$ cat config.mk
export PLATFORM = sky130hd
export DESIGN_NAME = icm_core_timing
export DESIGN_NICKNAME = d
export VERILOG_FILES = /design/src/rtl/icm_pkg.sv /design/src/rtl/icm_phase_gen.sv /design/src/rtl/icm_core_timing.sv
export SDC_FILE = /design/constraint.sdc
export NUM_CORES = 1
export LEC_CHECK = 0
export BUFFER_PORTS_ARGS = -buffer_cell sky130_fd_sc_hd__buf_2
export CORE_UTILIZATION = 51
export DETAILED_ROUTE_END_ITERATION = 10
export GPL_TIMING_DRIVEN = 0
export PLACE_DENSITY_LB_ADDON = 0.05
export SKIP_LAST_GASP = 1
export SLEW_MARGIN = 0
export SYNTH_ARGS = -nofsm -noshare
export SYNTH_HDL_FRONTEND = slang
export SYNTH_SLANG_ARGS = --single-unit
$ cat constraint.sdc
create_clock -name clk_sys -period 2.4 [get_ports clk_sys]
set_input_delay 0 -clock clk_sys [delete_from_list [all_inputs] [get_ports clk_sys]]
set_output_delay 0 -clock clk_sys [all_outputs]
set_load 0.01 [all_outputs]
$ cat src/rtl/icm_pkg.sv
package icm_pkg;

  // ----------------------------------------------------------------------
  // widths
  // ----------------------------------------------------------------------
  localparam int PC_W   = 13;
  localparam int INSN_W = 14;
  localparam int DADR_W = 8;
  localparam int DAT_W  = 8;
  localparam int PHASES = 4;

  // ----------------------------------------------------------------------
  // vectors, offsets, reset values
  // ----------------------------------------------------------------------
  localparam logic [12:0] RESET_VECTOR = 13'h0000;
  localparam logic [12:0] IRQ_VECTOR   = 13'h0004;
  localparam logic [12:0] TOP_512      = 13'h01ff;
  localparam logic [12:0] TOP_1K       = 13'h03ff;
  localparam logic [12:0] TOP_2K       = 13'h07ff;
  localparam logic [12:0] TOP_8K       = 13'h1fff;
  localparam logic [13:0] NOP_WORD     = 14'h0000;
  localparam logic [7:0]  STATUS_OFS   = 8'h03;
  localparam logic [7:0]  FSP_OFS      = 8'h04;
  localparam logic [7:0]  INDIRECT_OFS = 8'h00;
  localparam int          BANK_BIT_POS = 5;
  localparam logic [6:0]  BANK_TOP     = 7'h7f;
  // mirrored low offsets: 00h, 02h, 03h, 04h, 0ah, 0bh
  localparam logic [11:0] MIRROR_MASK  = 12'hc1d;
  localparam logic [3:0]  PB_RST       = 4'h0;
  localparam logic [1:0]  PHASE_RST    = 2'h0;

  // ----------------------------------------------------------------------
  // jump opcode: top three bits 3'b101 (call) or the jump form
  // ----------------------------------------------------------------------
  localparam logic [2:0]  JUMP_OP      = 3'h5;
  localparam logic [1:0]  ALT_OP       = 2'h2;

  // ----------------------------------------------------------------------
  // types
  // ----------------------------------------------------------------------
  typedef enum logic [3:0] {
    ICM_PH1 = 4'b0001,
    ICM_PH2 = 4'b0010,
    ICM_PH3 = 4'b0100,
    ICM_PH4 = 4'b1000
  } icm_phase_t;

  typedef struct packed {
    logic       rd;
    logic       wr;
    logic [7:0] addr;
    logic [7:0] wdata;
  } icm_dmem_t;

endpackage

$ cat src/rtl/icm_phase_gen.sv
// ------------------------------------------------------------------------
// four phase generator
// ------------------------------------------------------------------------
module icm_phase_gen (
  input  wire logic             clk_sys,
  input  wire logic             srst,
  output icm_pkg::icm_phase_t   phase,
  output logic                  cycle_rate_output
);

  logic [1:0] cnt_reg;

  // divide the oscillator by four
  // phase divide counter
  always_ff @(posedge clk_sys) begin
    if (srst) begin
      cnt_reg <= icm_pkg::PHASE_RST;
    end else begin
      cnt_reg <= cnt_reg + 2'h1;
    end
  end

  // one-hot decode keeps phases non-overlapping
  always_comb begin
    case (cnt_reg)
      2'h0:    phase = icm_pkg::ICM_PH1;
      2'h1:    phase = icm_pkg::ICM_PH2;
      2'h2:    phase = icm_pkg::ICM_PH3;
      default: phase = icm_pkg::ICM_PH4;
    endcase
  end

  always_ff @(posedge clk_sys) begin
    if (srst) begin
      cycle_rate_output <= 1'b0;
    end else begin
      cycle_rate_output <= (cnt_reg == 2'h0) || (cnt_reg == 2'h1);
    end
  end

  chk_phase_onehot: assert property (@(posedge clk_sys)
    disable iff (srst) $onehot(phase)) else $error("phase not one-hot");

  chk_phase_order: assert property (@(posedge clk_sys)
    disable iff (srst) phase == icm_pkg::ICM_PH1 |=> phase == icm_pkg::ICM_PH2
    ##1 phase == icm_pkg::ICM_PH3 ##1 phase == icm_pkg::ICM_PH4)
    else $error("phase order broken");

endmodule

$ cat src/rtl/icm_core_timing.sv
module icm_core_timing (
  input  wire logic               clk_sys,
  input  wire logic               srst,
  input  wire logic [1:0]         mem_size_sel,
  input  wire logic [13:0]        prog_rdata,
  output logic      [12:0]        prog_addr,
  output icm_pkg::icm_dmem_t      dmem,
  input  wire logic [7:0]         dmem_rdata,
  input  wire logic [7:0]         exec_result,
  input  wire logic               exec_write,
  input  wire logic               irq_req,
  output logic                    irq_taken,
  input  wire logic [3:0]         portb_upper_pins,
  output logic                    portb_change,
  input  wire logic               prog_mode,
  output logic                    prog_clock,
  output logic                    prog_data,
  output logic                    cycle_rate_output,
  output logic      [12:0]        program_counter,
  output logic      [13:0]        instruction_latch,
  output logic                    bank_select_bit,
  output logic      [7:0]         file_select_pointer,
  output logic      [3:0]         phase_out,
  output logic                    flush_out
);

  // ----------------------------------------------------------------------
  // phase generation
  // ----------------------------------------------------------------------
  icm_pkg::icm_phase_t phase;
  logic phase_one, phase_two, phase_three, phase_four;

  icm_phase_gen u_phase (
    .clk_sys           (clk_sys),
    .srst              (srst),
    .phase             (phase),
    .cycle_rate_output (cycle_rate_output)
  );

  assign phase_one   = phase[0];
  assign phase_two   = phase[1];
  assign phase_three = phase[2];
  assign phase_four  = phase[3];
  assign phase_out   = phase;

  // ----------------------------------------------------------------------
  // functions
  // ----------------------------------------------------------------------
  // wrap an address onto the implemented size
  function automatic logic [12:0] wrap_addr(input logic [12:0] a,
                                            input logic [1:0] sel);
    logic [12:0] top;
    case (sel)
      2'h0:    top = icm_pkg::TOP_512;
      2'h1:    top = icm_pkg::TOP_1K;
      2'h2:    top = icm_pkg::TOP_2K;
      default: top = icm_pkg::TOP_8K;
    endcase
    return a & top;
  endfunction

  // jump-class decode, also used by the checker
  function automatic logic is_jump(input logic [13:0] w);
    return (w[13:11] == icm_pkg::JUMP_OP) || (w[13:12] == icm_pkg::ALT_OP);
  endfunction

  // low offsets shared by both banks
  function automatic logic is_mirror(input logic [6:0] ofs);
    return (ofs < 7'h0c) && icm_pkg::MIRROR_MASK[ofs[3:0]];
  endfunction

  // ----------------------------------------------------------------------
  // input synchronisers
  // ----------------------------------------------------------------------
  logic [3:0] pb_meta_reg, pb_sync_reg, pb_last_reg;
  logic       irq_meta_reg, irq_sync_reg;

  // two flops before logic sees a port B or interrupt pin; prog_mode is used unsynchronised
  always_ff @(posedge clk_sys) begin
    if (srst) begin
      pb_meta_reg  <= icm_pkg::PB_RST;
      pb_sync_reg  <= icm_pkg::PB_RST;
      irq_meta_reg <= 1'b0;
      irq_sync_reg <= 1'b0;
    end else begin
      pb_meta_reg  <= portb_upper_pins;
      pb_sync_reg  <= pb_meta_reg;
      irq_meta_reg <= irq_req;
      irq_sync_reg <= irq_meta_reg;
    end
  end

  always_ff @(posedge clk_sys) begin
    if (srst) begin
      pb_last_reg  <= icm_pkg::PB_RST;
      portb_change <= 1'b0;
    end else begin
      pb_last_reg  <= pb_sync_reg;
      portb_change <= |(pb_sync_reg ^ pb_last_reg);
    end
  end

  always_ff @(posedge clk_sys) begin
    if (srst) begin
      prog_clock <= 1'b0;
      prog_data  <= 1'b0;
    end else begin
      prog_clock <= prog_mode & pb_sync_reg[2];
      prog_data  <= prog_mode & pb_sync_reg[3];
    end
  end

  // ----------------------------------------------------------------------
  // program counter and fetch
  // ----------------------------------------------------------------------
  logic [12:0] pc_reg, pc_next;
  logic [12:0] fetch_addr_reg;
  logic [13:0] fetch_reg;
  logic [13:0] ir_reg;
  logic        flush_reg;
  logic        jump_now;
  logic        irq_pend_reg;

  // a taken jump in execute is known by phase four
  // jump costs one extra cycle
  assign jump_now = phase_four && !flush_reg && is_jump(ir_reg);

  always_comb begin
    pc_next = pc_reg;
    if (phase_one) begin
      pc_next = wrap_addr(pc_reg + 13'h0001, mem_size_sel);
    end
  end

  always_ff @(posedge clk_sys) begin
    if (srst) begin
      pc_reg <= icm_pkg::RESET_VECTOR;
    end else if (phase_four && irq_pend_reg) begin
      pc_reg <= icm_pkg::IRQ_VECTOR;
    end else if (jump_now) begin
      pc_reg <= wrap_addr({2'h0, ir_reg[10:0]}, mem_size_sel);
    end else begin
      pc_reg <= pc_next;
    end
  end

  // interrupt request held until the cycle boundary
  always_ff @(posedge clk_sys) begin
    if (srst) begin
      irq_pend_reg <= 1'b0;
      irq_taken    <= 1'b0;
    end else begin
      irq_taken <= phase_four && irq_pend_reg;
      if (irq_sync_reg && !(phase_four && irq_pend_reg)) begin
        irq_pend_reg <= 1'b1;
      end else if (phase_four) begin
        irq_pend_reg <= 1'b0;
      end
    end
  end

  // fetched word latched at phase four
  // fetch address is the counter before its step, so vectors run
  always_ff @(posedge clk_sys) begin
    if (srst) begin
      fetch_reg      <= icm_pkg::NOP_WORD;
      fetch_addr_reg <= icm_pkg::RESET_VECTOR;
    end else if (phase_four) begin
      fetch_reg <= prog_rdata;
    end else if (phase_one) begin
      fetch_addr_reg <= pc_reg;
    end
  end

  // overlap: fetched word moves to execute at phase one
  // squash the word behind a jump
  always_ff @(posedge clk_sys) begin
    if (srst) begin
      ir_reg    <= icm_pkg::NOP_WORD;
      flush_reg <= 1'b1;
    end else if (phase_four) begin
      flush_reg <= jump_now || irq_pend_reg;
    end else if (phase_one) begin
      ir_reg <= flush_reg ? icm_pkg::NOP_WORD : fetch_reg;
    end
  end

  // counter drives the 13-bit fetch address
  assign prog_addr         = fetch_addr_reg;
  assign program_counter   = pc_reg;
  assign instruction_latch = ir_reg;
  assign flush_out         = flush_reg;

  // ----------------------------------------------------------------------
  // data memory access
  // ----------------------------------------------------------------------
  logic       bank_reg;
  logic [7:0] fsp_reg;
  logic [7:0] operand_reg;
  logic [7:0] eff_addr;
  logic [6:0] dir_ofs;

  // read address is set up from the word that enters execute
  assign dir_ofs = phase_one ? fetch_reg[6:0] : ir_reg[6:0];

  // bank bit forms address bit seven
  // mirrored offsets fold to bank zero
  always_comb begin
    if ({1'b0, dir_ofs} == icm_pkg::INDIRECT_OFS) begin
      eff_addr = fsp_reg;
    end else if (is_mirror(dir_ofs)) begin
      eff_addr = {1'b0, dir_ofs & icm_pkg::BANK_TOP};
    end else begin
      eff_addr = {bank_reg, dir_ofs & icm_pkg::BANK_TOP};
    end
  end

  // operand read phase two, write phase four
  // execution fills phases two to four
  always_ff @(posedge clk_sys) begin
    if (srst) begin
      dmem <= '0;
    end else begin
      dmem.rd    <= phase_one && !flush_reg;
      dmem.wr    <= phase_three && !flush_reg && exec_write;
      dmem.addr  <= eff_addr;
      dmem.wdata <= exec_result;
    end
  end

  // operand captured at the end of phase two
  always_ff @(posedge clk_sys) begin
    if (srst) begin
      operand_reg <= 8'h00;
    end else if (dmem.rd) begin
      operand_reg <= dmem_rdata;
    end
  end

  // status bank bit and pointer mirror written data
  always_ff @(posedge clk_sys) begin
    if (srst) begin
      bank_reg <= 1'b0;
      fsp_reg  <= 8'h00;
    end else if (dmem.wr) begin
      if (dmem.addr[6:0] == icm_pkg::STATUS_OFS[6:0]) begin
        bank_reg <= dmem.wdata[icm_pkg::BANK_BIT_POS];
      end
      if (dmem.addr[6:0] == icm_pkg::FSP_OFS[6:0]) begin
        fsp_reg <= dmem.wdata;
      end
    end
  end

  assign bank_select_bit     = bank_reg;
  assign file_select_pointer = fsp_reg;

  // ----------------------------------------------------------------------
  // checks
  // ----------------------------------------------------------------------
  // one step at phase one
  chk_pc_advance: assert property (@(posedge clk_sys)
    disable iff (srst) phase_one |=> pc_reg == wrap_addr($past(pc_reg)
    + 13'h0001, mem_size_sel)) else $error("counter did not advance");
  chk_pc_steady: assert property (@(posedge clk_sys)
    disable iff (srst) phase_two |=> $stable(pc_reg))
    else $error("counter moved");
  chk_fetch_latch: assert property (@(posedge clk_sys)
    disable iff (srst) phase_four |=> fetch_reg == $past(prog_rdata))
    else $error("fetch not latched");
  chk_read_phase: assert property (@(posedge clk_sys)
    disable iff (srst) dmem.rd |-> phase_two)
    else $error("read outside phase two");
  chk_write_phase: assert property (@(posedge clk_sys)
    disable iff (srst) dmem.wr |-> phase_four)
    else $error("write outside phase four");
  chk_operand_take: assert property (@(posedge clk_sys)
    disable iff (srst) dmem.rd |=> operand_reg == $past(dmem_rdata))
    else $error("operand not captured");
  chk_jump_flush: assert property (@(posedge clk_sys)
    disable iff (srst) jump_now |=> flush_reg ##1 ir_reg == icm_pkg::NOP_WORD)
    else $error("jump did not flush");
  chk_irq_vector: assert property (@(posedge clk_sys)
    disable iff (srst) phase_four && irq_pend_reg |=>
    pc_reg == icm_pkg::IRQ_VECTOR) else $error("interrupt vector missed");
  chk_reset_vec: assert property (@(posedge clk_sys)
    srst |=> pc_reg == icm_pkg::RESET_VECTOR)
    else $error("reset vector missed");
  chk_pc_wrap: assert property (@(posedge clk_sys)
    disable iff (srst) mem_size_sel == 2'h0 && $stable(mem_size_sel) |->
    pc_reg <= 13'h01ff) else $error("counter beyond memory");
  chk_mirror_map: assert property (@(posedge clk_sys)
    disable iff (srst) dir_ofs == 7'h03 |-> eff_addr == 8'h03)
    else $error("mirror not folded");

endmodule

==> impl_metrics.ini <==
[status]
run_status = finished clean

[synthesis]
syn-cell-area_mm2 = 0.003944
yosys_most_used_dff = dfxtp_1
async_reset_ff_share_pct = 0
synth.yosys.warnings = 0
post_synth.cell_area_avg_um2 = 9.884
synth_compound_area_share_pct = 7.836
synthesis.nets = 446
synth-seq-area-share_pct = 52.79
mux_share_of_post_synthesis_cell_area_pct = 11.42
synth-simple-area-share_pct = 20.84
synth-adder-area-share_pct = 1.904
ys_ff_latch = 104
netlist_cell_types = 39
largest_family_of_logic_cells_by_synthesized_area = simple AND/OR/NAND/NOR gates
syn-instance-count = 399
synth_xor_xnor_area_share_pct = 2.665
synth-edff-count = 0

[worst_setup_path]
critical_path.n_buffers_inverters = 0
critical_path.max_fanout = 5
start_kind = register
crit_path_top_delay_cell = nor4bb_1
r2r-end = program_counter[9]$_SDFFE_PP0P_
crit-reg2reg-launch = u_phase.cnt_reg[0]$_SDFF_PP0_
crit_path_cell_trace = ha_1, nor4bb_1, nor2_1, o31a_1, a311oi_1
r2r.worst_path.cells = 5
critical_path_arrival_ns = 2.43
critical-path-top-delay-family = simple AND/OR/NAND/NOR gates
regToRegSetupSlack_ns = 0.24
critical_path.max_stage_delay_ns = 0.73
timing.critical_path.required_ns = 2.67
timing.setup.critical_path_class = register to register
timing.critical_path.to_type = register

[cells_and_area]
largest_register_ff_count = 18
final_area_mm2 = 0.005127
mostFrequentLayoutCells = buf_2, dfxtp_1, nor2_1
antenna_cells = 0
flow.area_growth_from_synthesis_pct = 30.01
mostFrequentLayoutCell = buf_2
finish.utilization_pct = 69.58
nNetsFinal = 594
final_layout_size_suffix_gt1_share_pct = 23.91
number_of_standard_cells_in_the_final_layout_excluding_fillers = 651

[floorplanning]
start_util_pct = 53.51
die_height_um = 89.94
die-area_mm2 = 0.008088
top_level_ports = 118
fp-row-count = 31
die_w_um = 89.94
core_area_mm2 = 0.007370

[routing]
drc_violations = 0
num_vias = 3347
post_drt_wl_per_cell_um = 15.06
ant_nets = 0
viasPerCell = 5.141
routed_wl_um = 9806
detailed_route_iter0_violations = 150
firstDrtPassIters = 5

[power_and_ir_drop]
power_density_mw_per_mm2 = 643.2
post-layout-total-power_w = 0.003298
power.leakage_nw = 2.275
vdd.ir_drop.worst_v = 0.0003707

[clock_network]
tritoncts.num_buffers = 9
cts-root-to-sink-buffers = 2
cts.htree.levels = 3
clk_root_buf = clkbuf_8
cts_num_sinks = 104
insertion_delay_ns = 0.37
cts_tree = built
cts.reportedPaths.clkPinSlew_ns = 0.09

[place]
portBuffers = 108
placed_area_mm2 = 0.004608
dp_cells = 606
post-dp-hpwl_um = 6840
rd_place_congestion = 0.8430

[global_route]
grt_use_total_pct = 25.43
grt.met3_usage_pct = 4.822
first_global_vias = 3234
number_of_antenna_violations_at_the_first_check_in_global_routing = 0
grtUsageMet2_pct = 43.85
grtUsageMet1_pct = 31.31
grt_max_degree = 20
grt_busiest_layer = met2
wire_length_of_the_first_global_routing_pass_um = 16040
grt.overflow.total = 0

[timing]
finClkSkew_ns = 0.01019
finalMaxSlewViolations = 0
period_share_pct = 89.84
grt_setup_unrepaired = no
fin_setup_tns_ns = 0
period_needed_ns = 2.156
slew_headroom_pct = 39.60
timing.final.hold_violations = 0
report.final.setup_viol = 0
timing_worst_slew_pin_value_ns = 0.8937
max_freq_mhz = 463.8

[hold_path]
worstHoldStart = mem_size_sel[0]
timing.hold.worst_endpoint = program_counter[9]$_SDFFE_PP0P_
hold_depth = 4
hold_class = input port to register

[flow_run]
max_cap_violations = 0
[synth_stat cells (2+ instances only)]
| master | number | area (µm²) |
|---|---|---|
| nor4b_1 | 2 | 17.52 |
| and2_1 | 3 | 18.77 |
| dfxtp_1 | 104 | 2082 |
| nor2b_1 | 38 | 237.7 |
| nand2_1 | 11 | 41.29 |
| nand2b_1 | 4 | 25.02 |
| a21oi_1 | 23 | 115.1 |
| inv_1 | 4 | 15.01 |
| nand4_1 | 4 | 25.02 |
| o21ai_0 | 5 | 25.02 |
| and4_1 | 2 | 17.52 |
| nand3b_1 | 2 | 15.01 |
| nor4_1 | 3 | 18.77 |
| o2bb2ai_1 | 7 | 61.31 |
| nand3_1 | 6 | 30.03 |
| nor2_1 | 66 | 247.7 |
| ha_1 | 6 | 75.07 |
| mux2i_1 | 45 | 450.4 |
| buf_1 | 7 | 26.28 |
| and3_1 | 4 | 25.02 |
| nor3_1 | 6 | 30.03 |
| xnor2_1 | 5 | 43.79 |
| a211oi_1 | 7 | 52.55 |
| xor2_1 | 7 | 61.31 |
| clkbuf_1 | 13 | 48.80 |
| buf_2 | 2 | 10.01 |
[cells by family after synthesis]
kind of cell    after synthesis
fa+ha+maj                     6
xor+xnor                     12
buf+inv                      26
compound gates               49
simple gates                157
mux                          45
flops                       104
[layer usage]
metal	up-vias	part of all wire, %
met1	1559	44
met4	0	1.9
met5	-	0
li1	1655	-
met3	15	5.0
met2	118	49
[power breakdown]
| part | switching [W] | internal, W |
|---|---|---|
| Combinational | 0.000188 | 0.000161 |
| Sequential | 0.0000370 | 0.00177 |
| Clock | 0.000635 | 0.000506 |
[through the flow]
stage | hold WS [ns] | setup slack [ns]
after floorplan | 0.1217 | 0.2988
after global placement | 0.2070 | -0.1653
after detailed placement | 0.2130 | -0.1981
after CTS | 0.03589 | 0.1434
after global routing | 0.08289 | 0.03690
final | 0.05569 | 0.2438
[how the worst max path moves through the flow]
stage	to	startpoint	depth (start not counted)	slack, ns
global route	program_counter[9]$_SDFFE_PP0P_	u_phase.cnt_reg[0]$_SDFF_PP0_	5	0.04
floorplan	dmem[8]$_SDFF_PP0_	u_phase.cnt_reg[0]$_SDFF_PP0_	6	0.30
finish	program_counter[9]$_SDFFE_PP0P_	u_phase.cnt_reg[0]$_SDFF_PP0_	5	0.24
CTS	dmem[8]$_SDFF_PP0_	u_phase.cnt_reg[0]$_SDFF_PP0_	6	0.14
global placement	dmem[9]$_SDFF_PP0_	u_phase.cnt_reg[0]$_SDFF_PP0_	6	-0.17
detailed placement	dmem[12]$_SDFF_PP0_	u_phase.cnt_reg[0]$_SDFF_PP0_	6	-0.20
[worst min-delay path, stage by stage]
cell and delay, ns:
buf_2 0.11, nor2_1 0.08, o31a_1 0.14, a311oi_1 0.05
[what timing repair did]
item,CTS,global route
setup buffers,0,0
gates resized for setup,1,4
endpoints found under the setup margin,7,10
hold buffers,29,0
hold endpoints to repair,30,0
[area by class of cell]
| type | instances | area [µm²] |
|---|---|---|
| multi-input cells | 269 | 1777 |
| plain buffers | 22 | 87.58 |
| clock buffers | 9 | 123.9 |
| flip-flops and latches | 104 | 2082 |
| fillers | 621 | 2242 |
| repair buffers | 137 | 830.8 |
| inverters | 4 | 15.01 |
| clock inverters | 7 | 87.58 |
| well taps | 99 | 123.9 |
(Power assumes the default switching activity.)
